--- config.mk ---
export PLATFORM = sky130hd
export DESIGN_NAME = gauge_cfg_bank
export DESIGN_NICKNAME = d
export VERILOG_FILES = /design/src/logic/gauge_cfg_bank.v /design/src/logic/i2c_byte_port.v
export VERILOG_INCLUDE_DIRS = /design/src /design/src/logic
export SDC_FILE = /design/constraint.sdc
export NUM_CORES = 2
export LEC_CHECK = 0
export ABC_AREA = 1
export BUFFER_PORTS_ARGS = -buffer_cell sky130_fd_sc_hd__buf_2
export CAP_MARGIN = 10
export CORE_MARGIN = 5
export CORE_UTILIZATION = 40
export DETAILED_ROUTE_END_ITERATION = 10
export GPL_ROUTABILITY_DRIVEN = 0
export PLACE_DENSITY = 0.63
export SYNTH_ARGS = -nofsm -noshare
export SYNTH_HDL_FRONTEND = slang
export SYNTH_SLANG_ARGS = --single-unit
--- constraint.sdc ---
create_clock -name CLK_I -period 81.6 [get_ports CLK_I]
set_input_delay 12.24 -clock CLK_I [delete_from_list [all_inputs] [get_ports CLK_I]]
set_output_delay 12.24 -clock CLK_I [all_outputs]
set_load 0.005 [all_outputs]
--- src/logic/gauge_cfg_regs.vh ---
// register map, reset values and timing constants of the gauge configuration bank
// assumes: included by bare name from the design files under logic/
`ifndef GAUGE_CFG_REGS_VH
`define GAUGE_CFG_REGS_VH

// command codes
`define CMD_THERM_B 8'h06
`define CMD_CELL_TEMP 8'h08
`define CMD_FIT_ADJ 8'h0B
`define CMD_SETTLE 8'h0C
`define CMD_VERSION 8'h11
`define CMD_PROFILE 8'h12
`define CMD_TEMP_SRC 8'h16
`define CMD_PROFILES_ID 8'h1A
`define CMD_TERM_RATE 8'h1C
`define CMD_EMPTY_V 8'h1D
`define CMD_EMPTY_OFF 8'h1E

// reset values
`define RST_THERM_B 16'h0D34
`define RST_CELL_TEMP 16'h0BA6
`define RST_FIT_ADJ 16'h0000
`define RST_SETTLE 16'h001E
`define RST_PROFILE 3'h0
`define RST_TERM_RATE 16'h0002
`define RST_EMPTY_V 16'h0000
`define RST_EMPTY_OFF 16'h0000

// value limits and fields
`define PROFILE_MAX 16'h0004
`define TERM_RATE_MIN 16'h0002
`define TERM_RATE_MAX 16'h001E
`define TEMP_ZERO_C 16'h0AAC
`define FINE_FULL 16'h03E8
`define REL_FULL 24'h00_0064
`define TEMP_SRC_BIT 0
`define FIT_CHG_MSB 15
`define FIT_CHG_LSB 8
`define FIT_DIS_MSB 7
`define FIT_DIS_LSB 0

// timing: settle delay is unit * (base + register), least time, so rounded up
`define CLK_PERIOD_NS 20
`define CLK_KHZ 50000
`define SETTLE_UNIT_NS 167
`define SETTLE_BASE 200
`define SETTLE_CYC(v) ((((`SETTLE_BASE + (v)) * `SETTLE_UNIT_NS) + `CLK_PERIOD_NS - 1) / `CLK_PERIOD_NS)
`define THERM_PERIOD_MS 1000
`define THERM_PERIOD_CYC (`THERM_PERIOD_MS * `CLK_KHZ)

`endif

--- src/logic/gauge_cfg_bank.v ---
// configuration register bank of a one-cell fuel gauge, reached as 16-bit words over I2C
// assumes: gauging core supplies fine level, voltage samples and thermistor conversions
//
// What this block does
// - read-only 16-bit version register with a management code.
// - profile select holds one of five profiles, values zero to four.
// - profile write re-initialises relative level from that profile and first voltage.
// - read-only register identifying the installed profile set.
// - fit register upper byte adjusts charging, lower byte discharging, independent.
// - termination rate in 0.01C; above 2 relative level tops out earlier.
// - full-side offset derived from selected profile and termination rate.
// - low voltage, fine above offset, warm cell: copy fine level into offset.
// - empty voltage of zero disables the automatic offset capture.
// - relative level reads 0% when fine level equals the empty offset.
// - empty offset takes host writes as well as automatic captures.
// - source bit 0: host writes temperature; 1: device loads it from thermistor.
// - writable thermistor B-constant used by the temperature conversion.
// - thermistor pull-up switched on only around each periodic measurement.
// - wait 0.167 us times (200 plus settle value) before sampling.
// - settle delay resets to 0x001E; raise it for a capacitor across thermistor.
// - write data discarded unless the write word carries a valid CRC-8.
// - termination rate accepts 0x0002 to 0x001E, resets to 0x0002.
`timescale 1ns/1ps
`default_nettype none
`include "gauge_cfg_regs.vh"
module gauge_cfg_bank #(
   parameter [6:0] SLAVE_ADDR = 7'h0B,
   parameter [15:0] VERSION_CODE = 16'h0001, // arbitrary value
   parameter [15:0] PROFILES_ID = 16'h0001, // arbitrary value
   parameter [39:0] FULL_SLOPE = 40'h0A0A_0A0A_0A,
   parameter [31:0] THERM_PERIOD = `THERM_PERIOD_CYC
) (
   // clock and reset
   input wire CLK_I,
   input wire RESET_N_I,
   // two-wire host bus
   input wire SCL_I,
   input wire SDA_I,
   output wire SDA_O,
   output wire SDA_OE_O,
   // gauging core
   input wire [15:0] CELL_VOLTAGE_I,
   input wire VOLTAGE_VALID_I,
   input wire [15:0] FINE_LEVEL_I,
   output reg [2:0] PROFILE_O,
   output reg REINIT_O,
   output reg [15:0] REINIT_VOLTAGE_O,
   output reg [7:0] CHARGE_FIT_O,
   output reg [7:0] DISCHARGE_FIT_O,
   output reg [15:0] FULL_OFFSET_O,
   output reg [15:0] EMPTY_OFFSET_O,
   output reg [6:0] RELATIVE_LEVEL_O,
   output reg [15:0] CELL_TEMP_O,
   // thermistor
   input wire THERM_DONE_I,
   input wire [15:0] THERM_TEMP_I,
   output reg [15:0] THERM_B_O,
   output reg PULLUP_EN_O,
   output reg SAMPLE_REQ_O
);
   localparam [1:0] T_IDLE = 2'd0;
   localparam [1:0] T_SETTLE = 2'd1;
   localparam [1:0] T_CONV = 2'd2;
   localparam [15:0] FIT_RST = `RST_FIT_ADJ;
   localparam [23:0] REL_MAX = `REL_FULL;

   function [7:0] crc8_step;
      input [7:0] crc;
      input [7:0] data;
      integer i;
      reg [7:0] c;
      begin
         c = crc ^ data;
         for (i = 0; i < 8; i = i + 1) begin
            c = c[7] ? ({c[6:0], 1'b0} ^ 8'h07) : {c[6:0], 1'b0};
         end
         crc8_step = c;
      end
   endfunction

   wire start;
   wire stop;
   wire rx_valid;
   wire rx_first;
   wire [7:0] rx_byte;
   wire tx_done;
   reg [7:0] tx_byte;
   reg busy_r;
   reg [7:0] crc_r;
   reg [2:0] idx_r;
   reg [1:0] rd_idx_r;
   reg [7:0] cmd_r;
   reg [7:0] lo_r;
   reg [15:0] wdata_r;
   reg [15:0] rdata_r;
   reg wr_go_r;
   reg [15:0] settle_r;
   reg [15:0] term_r;
   reg [15:0] empty_v_r;
   reg temp_src_r;
   reg first_seen_r;
   reg [1:0] tstate_r;
   reg [31:0] tcnt_r;
   reg [15:0] rd_word;

   assign SDA_O = 1'b0; // open drain: only the enable ever changes

   i2c_byte_port #(
      .SLAVE_ADDR(SLAVE_ADDR)
   ) u_port (
      .clk_i(CLK_I),
      .rst_n_i(RESET_N_I),
      .scl_i(SCL_I),
      .sda_i(SDA_I),
      .tx_byte_i(tx_byte),
      .sda_oe_o(SDA_OE_O),
      .start_o(start),
      .stop_o(stop),
      .rx_valid_o(rx_valid),
      .rx_first_o(rx_first),
      .rx_byte_o(rx_byte),
      .tx_done_o(tx_done)
   );

   ////////////////////////////////////////////////////////////////////////
   // read multiplexer; undefined codes read zero
   always @* begin
      case (rx_byte)
         `CMD_THERM_B: rd_word = THERM_B_O;
         `CMD_CELL_TEMP: rd_word = CELL_TEMP_O;
         `CMD_FIT_ADJ: rd_word = {CHARGE_FIT_O, DISCHARGE_FIT_O};
         `CMD_SETTLE: rd_word = settle_r;
         `CMD_VERSION: rd_word = VERSION_CODE;
         `CMD_PROFILE: rd_word = {13'h0000, PROFILE_O};
         `CMD_TEMP_SRC: rd_word = {15'h0000, temp_src_r};
         `CMD_PROFILES_ID: rd_word = PROFILES_ID;
         `CMD_TERM_RATE: rd_word = term_r;
         `CMD_EMPTY_V: rd_word = empty_v_r;
         `CMD_EMPTY_OFF: rd_word = EMPTY_OFFSET_O;
         default: rd_word = 16'h0000;
      endcase
   end

   always @* begin
      case (rd_idx_r)
         2'd0: tx_byte = rdata_r[7:0];
         2'd1: tx_byte = rdata_r[15:8];
         2'd2: tx_byte = crc_r;
         default: tx_byte = 8'hFF;
      endcase
   end

   ////////////////////////////////////////////////////////////////////////
   // word transaction: address, command, low, high, crc
   always @(posedge CLK_I or negedge RESET_N_I) begin
      if (!RESET_N_I) begin
         busy_r <= 1'b0;
         crc_r <= 8'h00;
         idx_r <= 3'd0;
         rd_idx_r <= 2'd0;
         cmd_r <= 8'h00;
         lo_r <= 8'h00;
         wdata_r <= 16'h0000;
         rdata_r <= 16'h0000;
         wr_go_r <= 1'b0;
      end else begin
         wr_go_r <= 1'b0;
         if (start) begin
            // a repeated start keeps the running crc
            if (!busy_r) begin
               crc_r <= 8'h00;
            end
            busy_r <= 1'b1;
            idx_r <= 3'd0;
            rd_idx_r <= 2'd0;
         end else if (stop) begin
            busy_r <= 1'b0;
         end else if (rx_valid) begin
            crc_r <= crc8_step(crc_r, rx_byte);
            if (rx_first) begin
               idx_r <= rx_byte[0] ? 3'd5 : 3'd1;
            end else begin
               case (idx_r)
                  3'd1: begin
                     cmd_r <= rx_byte;
                     rdata_r <= rd_word;
                  end
                  3'd2: lo_r <= rx_byte;
                  3'd3: wdata_r <= {rx_byte, lo_r};
                  3'd4: wr_go_r <= (rx_byte == crc_r);
                  default: ;
               endcase
               if (idx_r < 3'd5) begin
                  idx_r <= idx_r + 3'd1;
               end
            end
         end else if (tx_done) begin
            crc_r <= crc8_step(crc_r, tx_byte);
            if (rd_idx_r != 2'd3) begin
               rd_idx_r <= rd_idx_r + 2'd1;
            end
         end
      end
   end

   ////////////////////////////////////////////////////////////////////////
   // register writes and automatic offset capture
   wire cap_ok = VOLTAGE_VALID_I && empty_v_r != 16'h0000
      && CELL_VOLTAGE_I < empty_v_r && FINE_LEVEL_I > EMPTY_OFFSET_O
      && CELL_TEMP_O > `TEMP_ZERO_C;

   always @(posedge CLK_I or negedge RESET_N_I) begin
      if (!RESET_N_I) begin
         THERM_B_O <= `RST_THERM_B;
         CELL_TEMP_O <= `RST_CELL_TEMP;
         CHARGE_FIT_O <= FIT_RST[`FIT_CHG_MSB:`FIT_CHG_LSB];
         DISCHARGE_FIT_O <= FIT_RST[`FIT_DIS_MSB:`FIT_DIS_LSB];
         settle_r <= `RST_SETTLE;
         PROFILE_O <= `RST_PROFILE;
         temp_src_r <= 1'b0;
         term_r <= `RST_TERM_RATE;
         empty_v_r <= `RST_EMPTY_V;
         EMPTY_OFFSET_O <= `RST_EMPTY_OFF;
         REINIT_O <= 1'b0;
         REINIT_VOLTAGE_O <= 16'h0000;
         first_seen_r <= 1'b0;
      end else begin
         REINIT_O <= 1'b0;
         if (VOLTAGE_VALID_I && !first_seen_r) begin
            first_seen_r <= 1'b1;
            REINIT_VOLTAGE_O <= CELL_VOLTAGE_I;
         end
         if (wr_go_r) begin
            case (cmd_r)
               `CMD_THERM_B: THERM_B_O <= wdata_r;
               `CMD_CELL_TEMP: if (!temp_src_r) CELL_TEMP_O <= wdata_r;
               `CMD_FIT_ADJ: begin
                  CHARGE_FIT_O <= wdata_r[`FIT_CHG_MSB:`FIT_CHG_LSB];
                  DISCHARGE_FIT_O <= wdata_r[`FIT_DIS_MSB:`FIT_DIS_LSB];
               end
               `CMD_SETTLE: settle_r <= wdata_r;
               `CMD_PROFILE: if (wdata_r <= `PROFILE_MAX) begin
                  PROFILE_O <= wdata_r[2:0];
                  REINIT_O <= 1'b1;
               end
               `CMD_TEMP_SRC: temp_src_r <= wdata_r[`TEMP_SRC_BIT];
               `CMD_TERM_RATE:
                  if (wdata_r >= `TERM_RATE_MIN && wdata_r <= `TERM_RATE_MAX)
                     term_r <= wdata_r;
               `CMD_EMPTY_V: empty_v_r <= wdata_r;
               `CMD_EMPTY_OFF: EMPTY_OFFSET_O <= wdata_r;
               default: ;
            endcase
         end
         // capture after the host write so a same-cycle capture wins
         if (cap_ok) begin
            EMPTY_OFFSET_O <= FINE_LEVEL_I;
         end
         if (tstate_r == T_CONV && THERM_DONE_I && temp_src_r) begin
            CELL_TEMP_O <= THERM_TEMP_I;
         end
      end
   end

   ////////////////////////////////////////////////////////////////////////
   // charge level rescaling between empty offset and full-side offset
   wire [15:0] slope = {8'h00, FULL_SLOPE[PROFILE_O * 8 +: 8]};
   wire [15:0] full_off = (term_r - `TERM_RATE_MIN) * slope;
   wire [15:0] top = (full_off >= `FINE_FULL) ? 16'h0000 : `FINE_FULL - full_off;
   wire [23:0] num = {8'h00, FINE_LEVEL_I - EMPTY_OFFSET_O} * 24'h00_0064;
   wire [23:0] den = {8'h00, top - EMPTY_OFFSET_O};
   wire [23:0] quo = (den == 24'h00_0000) ? 24'h00_0000 : num / den;

   always @(posedge CLK_I or negedge RESET_N_I) begin
      if (!RESET_N_I) begin
         FULL_OFFSET_O <= 16'h0000;
         RELATIVE_LEVEL_O <= 7'h00;
      end else begin
         FULL_OFFSET_O <= full_off;
         if (FINE_LEVEL_I <= EMPTY_OFFSET_O) begin
            RELATIVE_LEVEL_O <= 7'h00;
         end else if (FINE_LEVEL_I >= top || quo >= `REL_FULL) begin
            RELATIVE_LEVEL_O <= REL_MAX[6:0];
         end else begin
            RELATIVE_LEVEL_O <= quo[6:0];
         end
      end
   end

   ////////////////////////////////////////////////////////////////////////
   // periodic thermistor measurement; pull-up powered only while measuring
   wire [31:0] settle_cyc = `SETTLE_CYC({16'h0000, settle_r});

   always @(posedge CLK_I or negedge RESET_N_I) begin
      if (!RESET_N_I) begin
         tstate_r <= T_IDLE;
         tcnt_r <= 32'h0000_0000;
         PULLUP_EN_O <= 1'b0;
         SAMPLE_REQ_O <= 1'b0;
      end else begin
         SAMPLE_REQ_O <= 1'b0;
         if (!temp_src_r) begin
            tstate_r <= T_IDLE;
            tcnt_r <= 32'h0000_0000;
            PULLUP_EN_O <= 1'b0;
         end else begin
            case (tstate_r)
               T_IDLE: if (tcnt_r == 32'h0000_0000) begin
                  PULLUP_EN_O <= 1'b1;
                  tcnt_r <= settle_cyc;
                  tstate_r <= T_SETTLE;
               end else begin
                  tcnt_r <= tcnt_r - 32'h0000_0001;
               end
               T_SETTLE: if (tcnt_r <= 32'h0000_0001) begin
                  SAMPLE_REQ_O <= 1'b1;
                  tstate_r <= T_CONV;
               end else begin
                  tcnt_r <= tcnt_r - 32'h0000_0001;
               end
               T_CONV: if (THERM_DONE_I) begin
                  PULLUP_EN_O <= 1'b0;
                  tcnt_r <= THERM_PERIOD - 32'h0000_0001;
                  tstate_r <= T_IDLE;
               end
               default: tstate_r <= T_IDLE;
            endcase
         end
      end
   end
endmodule
`default_nettype wire

--- src/logic/i2c_byte_port.v ---
// byte level two-wire slave: start/stop detection, address match, ack, shift in and out
// assumes: scl and sda already synchronous to clk_i; no clock stretching
`timescale 1ns/1ps
`default_nettype none
module i2c_byte_port #(
   parameter [6:0] SLAVE_ADDR = 7'h0B
) (
   input wire clk_i,
   input wire rst_n_i,
   input wire scl_i,
   input wire sda_i,
   input wire [7:0] tx_byte_i,
   output reg sda_oe_o,
   output reg start_o,
   output reg stop_o,
   output reg rx_valid_o,
   output reg rx_first_o,
   output reg [7:0] rx_byte_o,
   output reg tx_done_o
);
   localparam [2:0] S_IDLE = 3'd0;
   localparam [2:0] S_RX = 3'd1;
   localparam [2:0] S_ACK1 = 3'd2;
   localparam [2:0] S_ACK2 = 3'd3;
   localparam [2:0] S_TX = 3'd4;
   localparam [2:0] S_TXACK = 3'd5;
   localparam [2:0] S_TXLD = 3'd6;

   reg [2:0] state_r;
   reg scl_q_r;
   reg sda_q_r;
   reg [2:0] bitc_r;
   reg [7:0] sh_r;
   reg first_r;
   reg rw_r;
   wire rise = ~scl_q_r & scl_i;
   wire fall = scl_q_r & ~scl_i;
   wire st = scl_q_r & scl_i & sda_q_r & ~sda_i;
   wire sp = scl_q_r & scl_i & ~sda_q_r & sda_i;
   wire [7:0] shifted = {sh_r[6:0], sda_i};

   ////////////////////////////////////////////////////////////////////////
   always @(posedge clk_i or negedge rst_n_i) begin
      if (!rst_n_i) begin
         state_r <= S_IDLE;
         scl_q_r <= 1'b1;
         sda_q_r <= 1'b1;
         bitc_r <= 3'd0;
         sh_r <= 8'h00;
         first_r <= 1'b0;
         rw_r <= 1'b0;
         sda_oe_o <= 1'b0;
         start_o <= 1'b0;
         stop_o <= 1'b0;
         rx_valid_o <= 1'b0;
         rx_first_o <= 1'b0;
         rx_byte_o <= 8'h00;
         tx_done_o <= 1'b0;
      end else begin
         scl_q_r <= scl_i;
         sda_q_r <= sda_i;
         start_o <= st;
         stop_o <= sp;
         rx_valid_o <= 1'b0;
         tx_done_o <= 1'b0;
         if (st) begin
            state_r <= S_RX;
            bitc_r <= 3'd0;
            first_r <= 1'b1;
            sda_oe_o <= 1'b0;
         end else if (sp) begin
            state_r <= S_IDLE;
            sda_oe_o <= 1'b0;
         end else begin
            case (state_r)
               S_RX: if (rise) begin
                  sh_r <= shifted;
                  bitc_r <= bitc_r + 3'd1;
                  if (bitc_r == 3'd7) begin
                     // foreign address: stay off the bus until the next start
                     if (first_r && shifted[7:1] != SLAVE_ADDR) begin
                        state_r <= S_IDLE;
                     end else begin
                        rx_valid_o <= 1'b1;
                        rx_first_o <= first_r;
                        rx_byte_o <= shifted;
                        if (first_r) begin
                           rw_r <= shifted[0];
                        end
                        state_r <= S_ACK1;
                     end
                  end
               end
               S_ACK1: if (fall) begin
                  sda_oe_o <= 1'b1;
                  state_r <= S_ACK2;
               end
               S_ACK2: if (fall) begin
                  bitc_r <= 3'd0;
                  if (first_r && rw_r) begin
                     sh_r <= tx_byte_i;
                     sda_oe_o <= ~tx_byte_i[7];
                     state_r <= S_TX;
                  end else begin
                     sda_oe_o <= 1'b0;
                     state_r <= S_RX;
                  end
                  first_r <= 1'b0;
               end
               S_TX: if (fall) begin
                  if (bitc_r == 3'd7) begin
                     sda_oe_o <= 1'b0;
                     state_r <= S_TXACK;
                  end else begin
                     sh_r <= {sh_r[6:0], 1'b0};
                     sda_oe_o <= ~sh_r[6];
                     bitc_r <= bitc_r + 3'd1;
                  end
               end
               S_TXACK: if (rise) begin
                  tx_done_o <= 1'b1;
                  state_r <= sda_i ? S_IDLE : S_TXLD;
               end
               S_TXLD: if (fall) begin
                  sh_r <= tx_byte_i;
                  sda_oe_o <= ~tx_byte_i[7];
                  bitc_r <= 3'd0;
                  state_r <= S_TX;
               end
               default: state_r <= S_IDLE;
            endcase
         end
      end
   end
endmodule
`default_nettype wire

# Word-level counts from Yosys, hierarchy flattened

Index checks and enable logic that the tools add are counted.

Register bits: 287
Bits in latches: 0
Bits in writable memories: 0
Bits in read-only memories: 0
Input bits: 54
Output and inout bits: 111
Word-level logic and storage cells: 357
Memories kept: 0

Add/subtract/negate cells: 11
Multiply operators: 3
Div/mod/pow operators: 2
Order comparisons: 12
Eq/ne operators: 67
Shift operators: 1
Multiplexer cells: 123
Bitwise logic cells: 37
Reduce and logical (&&, ||, !) cells: 59

Operators by type and width:

| operator                | number |
|---|---|
| $pmux 16 s10            | 1 |
| $mux 16                 | 8 |
| $mux 32                 | 4 |
| $mux 3                  | 40 |
| $eq 8x5->1 const B      | 12 |
| $pmux 32 s3             | 1 |
| $mux 7                  | 8 |
| $eq 8x4->1 const B      | 6 |
| $not 3->3               | 16 |
| $mux 8                  | 5 |
| $shiftx 40x7->8 const A | 1 |
| $mux 1                  | 38 |
| $ne 4x1->1 const B      | 9 |
| $div 32x5->32 const B   | 1 |
| $le 32x1->1 const B     | 1 |
| $logic_not 32->1        | 1 |
| $sub 16x16->16          | 2 |
| $sub 32x1->32 const B   | 1 |
| $pmux 7 s4              | 1 |
| $reduce_and 3->1        | 9 |
| $sub 26x1->27 const B   | 1 |
| $add 25x5->26 const B   | 1 |
| $mul 17x8->25 const B   | 1 |
| $div 23x16->24          | 1 |
| other kinds (60)        | 146 |

# Logic depth before layout (Yosys ltp)

Word-level depth: 23
Depth in mapped cells: 508
Gate-level depth less buffers: 487

# Modules after synthesis

From an unflattened synthesis, not the netlist that was laid out.

Cell total of the unflattened synthesis: 5734
Area, all modules: 39207.6 um^2

By module, submodules not included:

| module         | instances | cells each | area an instance (um^2) | seq. area each (um^2) |
|---|---|---|---|---|
| gauge_cfg_bank | 1         | 5516       | 37557.3                 | 6403.6 |
| i2c_byte_port  | 1         | 218        | 1650.3                  | 778.2 |

# Worst setup path before layout

No wires, ideal clock.

Kind: input port to flip-flop
Start: input FINE_LEVEL_I[2]
End: register RELATIVE_LEVEL_O[0]
Library setup time: 116 ps
Arrival: 75035 ps
Required time: 81484 ps
Setup slack: 6449 ps
Stages on the path: 483
Path buffers: 25
Path through: ha_1 -> nand3_1 -> and2_1 -> inv_1 -> a21oi_1 -> o21bai_1 -> a21oi_1 -> o21bai_1 -> a21oi_1 -> o21bai_1 -> a21oi_1 -> o21bai_1 -> xnor2_1 -> inv_1 -> ha_1 -> ha_1 -> fa_1 -> ha_1 -> (+447 left out) -> nor2_4 -> inv_2 -> buf_2 -> nor2_1 -> a21oi_1 -> ha_1 -> a21oi_1 -> o21ai_0 -> nand3_1 -> a21oi_1 -> a2111oi_0 -> nand2_1 -> nor2_2 -> nand3_1 -> nor2_1 -> nand2_1 -> nand2_1 -> nor2_1

Cells in the longest elaborated chain, start to end: 8
Elaborated cells on any way between the ends: 10
Classes of those cells: add/sub: 1; mul: 1; div: 1; order compare: 3; mux: 3; reduce/logical: 1

Ends and longest elaborated chain:

| item                              | RTL line             | RTL |
|---|---|---|
| from (decl)                       | gauge_cfg_bank.v:44  | `input wire [15:0] FINE_LEVEL_I,` |
| $sub 16x16->16                    | gauge_cfg_bank.v:270 | `wire [23:0] num = {8'h00, FINE_LEVEL_I - EMPTY_OFFSET_O} * 24'h00_0064;` |
| $mul 16x5->21                     | gauge_cfg_bank.v:270 |  |
| $div 23x16->24                    | gauge_cfg_bank.v:272 | `wire [23:0] quo = (den == 24'h00_0000) ? 24'h00_0000 : num / den;` |
| $mux 24                           | gauge_cfg_bank.v:272 |  |
| $ge 24x7->1 (no source line)      | --                   |  |
| $logic_or 1x1->1 (no source line) | --                   |  |
| $mux 7                            | gauge_cfg_bank.v:282 | `` end else if (FINE_LEVEL_I >= top \|\| quo >= `REL_FULL) begin `` |
| $mux 7 *                          | gauge_cfg_bank.v:280 | `if (FINE_LEVEL_I <= EMPTY_OFFSET_O) begin` |
| to (signal assigned)              | gauge_cfg_bank.v:283 | `RELATIVE_LEVEL_O <= REL_MAX[6:0];` |
| to (signal assigned)              | gauge_cfg_bank.v:285 | `RELATIVE_LEVEL_O <= quo[6:0];` |
| to (decl)                         | gauge_cfg_bank.v:52  | `output reg [6:0] RELATIVE_LEVEL_O,` |

Every way passes the cells marked *; elsewhere a longest branch is shown, timed or not.
A chain may end at the register's enable or synchronous reset.

# Worst setup path in the final report

Start: input FINE_LEVEL_I[0]
End: register RELATIVE_LEVEL_O[0]

Same word-level chain as after synthesis.

==> qor.csv <==
stage,metric,value,unit
yosys,Post-Syn Area,0.0384,mm^2
sta,Setup WS post-layout,6.80,ns
clock_network,post-cts hold buffer count,0,
route,"wirelength, routed",121,mm
finish,fill count,9781,
floorplan,Core ar.,0.0952,mm^2
worst_setup_path,R2R depth,477,
yosys,warnings from Yosys,0,
grt,Total GRT Usage,0.226,
sta,Worst slew margin,0.194,
worst_setup_path,Worst Setup Path Type,in -> reg,
clock_network,worst skew pair latency,0.59,ns
sta,fmax,13.4,MHz
sta,Final Hold Viols,0,
route,Vias/cell,5.32,
sta,crit path time final,74.80,ns
sta,final setup violation count,0,
hold_path,hold_sp,first_seen_r$_DFFE_PN0P_,
sta,Final Cycle Share,0.917,
clock_network,root buffer cell,clkbuf_16,
grt,total congestion overflow,0,
finish,NumNets Final,6304,
grt,first-pass GRT wire length,188,mm
route,number of DRC markers in iteration 0,2907,
sta,fin. max-slew vios,0,
yosys,sequential-to-total area share from yosys stat,0.187,
yosys,syn_area_per_cell,7.00,um^2
worst_setup_path,Critical Path Sink Type,register,
clock_network,Worst-path clk slew,0.06,ns
placement,DP Worst Slack,-0.408,ns
clock_network,CTS tree,done,
outcome,status,"finished, final reports clean",
sta,clock skew,0.0440,ns
yosys,post-synthesis cell count,5482,
route,ANT nets after route,0,
finish,area overhead of the layout relative to synthesis,10.5,%
route,number of vias in the routed layout,37021,
worst_setup_path,CP Data Arrival Time,75.27,ns
yosys,Post-synth EDFFs,0,
yosys,#FFs+latches synth,286,
clock_network,# clock sinks,286,
worst_setup_path,"most used cell, CP",inv_1,
hold_path,number of cells on the worst hold path,2,
hold_path,worst hold path type,reg -> reg,
yosys,Synth Flop Type,dfrtp_1,
floorplan,Die Wd,320,um
placement,PortBufs,162,
clock_network,H-Tree Level Count,2,
yosys,Unique masters post-synth,94,
floorplan,Die ar.,0.102,mm^2
floorplan,Die Y,320,um
sta,worst slew pin tran,1.21,ns
job,Max Cap Violations,0,
hold_path,Hold Path Sink,first_seen_r$_DFFE_PN0P_,
floorplan,Initial Util,0.404,
worst_setup_path,"Slowest-stage cell, CP",fa_1,
worst_setup_path,Critical R2R Launch,term_r[2]$_DFFE_PN0P_,
clock_network,maximum clock insertion buffer count,3,
grt,largest net degree at the start of global routing,97,
worst_setup_path,Crit Path Max Fanout,30,
worst_setup_path,CP peak stage delay,0.47,ns
floorplan,num rows,113,
clock_network,number of CTS-inserted buffers,36,
route,DRC Markers,0,
grt,initial antenna violation count,11,
route,Detailed Routing Iterations Pass 1,6,
yosys,post-synthesis async set-or-reset flop share,1.00,
grt,vias in the first global route,34625,
worst_setup_path,R2R Setup Slk,15.60,ns
finish,share of cells above drive strength 1,0.138,
floorplan,# IOs,165,
route,WL/cell,17.4,um
placement,hpwl dp,95.9,mm
worst_setup_path,Worst Path Required,82.07,ns
worst_setup_path,RR Endpoint,RELATIVE_LEVEL_O[0]$_DFF_PN0_,
worst_setup_path,startpoint class of the critical path,input port,
==> cells in the mapped netlist, types with 6 or more instances <==
| master | count | area [um^2] |
|---|---|---|
| a31oi_1 | 25 | 156 |
| a211oi_1 | 17 | 128 |
| xor2_1 | 212 | 1860 |
| nor2_4 | 16 | 180 |
| o31ai_1 | 11 | 82.6 |
| or2_2 | 44 | 275 |
| o311ai_0 | 17 | 149 |
| xnor2_1 | 111 | 972 |
| o21ai_0 | 374 | 1870 |
| o21ai_1 | 29 | 145 |
| o221ai_1 | 6 | 52.6 |
| nand2_2 | 138 | 863 |
| nand3_2 | 33 | 330 |
| dfrtp_1 | 266 | 6660 |
| dfstp_2 | 20 | 526 |
| mux2_2 | 16 | 180 |
| nor4_1 | 26 | 163 |
| nand4_1 | 69 | 432 |
| ha_1 | 525 | 6570 |
| nand3_1 | 266 | 1330 |
| o21bai_1 | 44 | 330 |
| fa_1 | 55 | 1100 |
| clkinv_1 | 7 | 26.3 |
| inv_4 | 6 | 37.5 |
| a32o_1 | 8 | 80.1 |
| inv_1 | 856 | 3210 |
| inv_2 | 38 | 143 |
| nor3_1 | 74 | 370 |
| clkbuf_1 | 71 | 267 |
| a21oi_1 | 326 | 1630 |
| a21oi_2 | 15 | 131 |
| o211ai_1 | 35 | 263 |
| nand2_1 | 1076 | 4040 |
| a21o_1 | 39 | 293 |
| nand3b_1 | 11 | 82.6 |
| nand2_4 | 27 | 304 |
| o21ai_2 | 20 | 175 |
| o22ai_1 | 38 | 238 |
| buf_6 | 7 | 78.8 |
| a21boi_0 | 7 | 52.6 |
| o21a_1 | 12 | 90.1 |
| nor2_1 | 367 | 1380 |
| nor2_2 | 24 | 150 |
==> flip-flops by register name (all words and copies together) (netlist names), 7 cells and up <==
name,count
REINIT_VOLTAGE_O,16
DISCHARGE_FIT_O,8
lo_r,8
EMPTY_OFFSET_O,16
THERM_B_O,16
CELL_TEMP_O,16
u_port.sh_r,7
cmd_r,8
tcnt_r,32
CHARGE_FIT_O,8
RELATIVE_LEVEL_O,7
term_r,16
FULL_OFFSET_O,15
settle_r,16
u_port.rx_byte_o,8
crc_r,8
wdata_r,16
empty_v_r,16
rdata_r,16
==> cells in the final DEF, fill, tap and decap left out, types with 20 or more instances in the layout <==
cell type | synthesis | routed
xnor2_1 | 111 | 111
a31oi_1 | 25 | 25
nand3_1 | 266 | 266
nand3_2 | 33 | 33
fa_1 | 55 | 55
a21oi_1 | 326 | 290
o21ai_1 | 29 | 36
o211ai_1 | 35 | 35
nor3_1 | 74 | 71
o21bai_1 | 44 | 44
or2_2 | 44 | 44
xor2_1 | 212 | 211
nand2_4 | 27 | 31
o21ai_2 | 20 | 23
dfstp_2 | 20 | 20
nor2_1 | 367 | 361
a21oi_2 | 15 | 48
clkbuf_16 | 0 | 37
buf_2 | 2 | 161
inv_1 | 856 | 851
inv_2 | 38 | 38
nand4_1 | 69 | 69
nand2_1 | 1076 | 1073
ha_1 | 525 | 524
nand2_2 | 138 | 140
nor2_2 | 24 | 32
nor4_1 | 26 | 25
o21ai_0 | 374 | 364
buf_4 | 4 | 57
a21o_1 | 39 | 39
dfrtp_1 | 266 | 266
o22ai_1 | 38 | 37
==> cell families (layout without fill, tap and decap cells) <==
kind of cell    count (synthesis)  count (layout)  share of synthesized area
flops                         286             286                      0.187
other cells                     2              18                   0.000196
fa+ha+maj                     580             580                      0.200
simple gates                 2198            2206                      0.266
xor+xnor                      327             327                     0.0754
buf+inv                      1005            1199                      0.102
compound gates               1067            1067                      0.164
mux                            17              17                    0.00495
==> stage by stage <==
step	instances	util	instance area [um^2]	hold slack (ns)	setup TNS [ns]
after global routing	6960	0.446	42400	0.499	-0.449
after detailed placement	6856	0.427	40600	0.442	-0.408
after floorplan	5493	-	38400	0.421	0
after CTS	6919	0.439	41800	0.457	0
final	6965	0.446	42400	0.456	0
after global placement	6856	0.427	40600	0.434	0
==> routing by layer <==
metal / wire, um / up-vias / global-route usage
li1: - / 18444 / -
met1: 54100 / 17194 / 0.312
met2: 54000 / 1184 / 0.367
met3: 9350 / 197 / 0.0359
met4: 3420 / 2 / 0.0645
met5: 17 / - / 0
==> layout make-up <==
cell class	instances	area, um^2	area share
Inverter	913	3510	0.0828
Timing Repair Buffer	222	1280	0.0302
Timing Repair inverter	1	5.00	0.000118
Tap cell	1265	1580	0.0373
Sequential cell	286	7180	0.169
Multi-Input combinational cell	4210	27700	0.652
Clock buffer	52	1010	0.0239
Antenna cell	5	12.5	0.000295
Clock inverter	11	154	0.00363
==> worst max path at each step <==
stage	end	cells past startpoint	from
3_5_place_dp	RELATIVE_LEVEL_O[0]$_DFF_PN0_	466	FINE_LEVEL_I[0]
2_1_floorplan	RELATIVE_LEVEL_O[0]$_DFF_PN0_	483	FINE_LEVEL_I[2]
6_report	RELATIVE_LEVEL_O[0]$_DFF_PN0_	471	FINE_LEVEL_I[0]
5_1_grt	RELATIVE_LEVEL_O[0]$_DFF_PN0_	472	FINE_LEVEL_I[0]
3_3_place_gp	RELATIVE_LEVEL_O[0]$_DFF_PN0_	459	FINE_LEVEL_I[0]
4_1_cts	RELATIVE_LEVEL_O[0]$_DFF_PN0_	464	FINE_LEVEL_I[0]
==> critical path: cells and delay by family <==
kind	cells	cell delay, ns
buf+inv	102	8.28
xor+xnor	3	0.60
fa+ha+maj	28	8.58
compound gates	183	28.98
mux	1	0.37
simple gates	154	16.07
==> what timing repair did <==
action | 4_1_cts | 5_1_grt
buffers inserted | 0 | 31
endpoints found under the setup margin | 0 | 7
gates resized for setup | 0 | 95
Power is not shown: default switching activity piles up to over one toggle a cycle in this logic, so the estimate is an artifact.
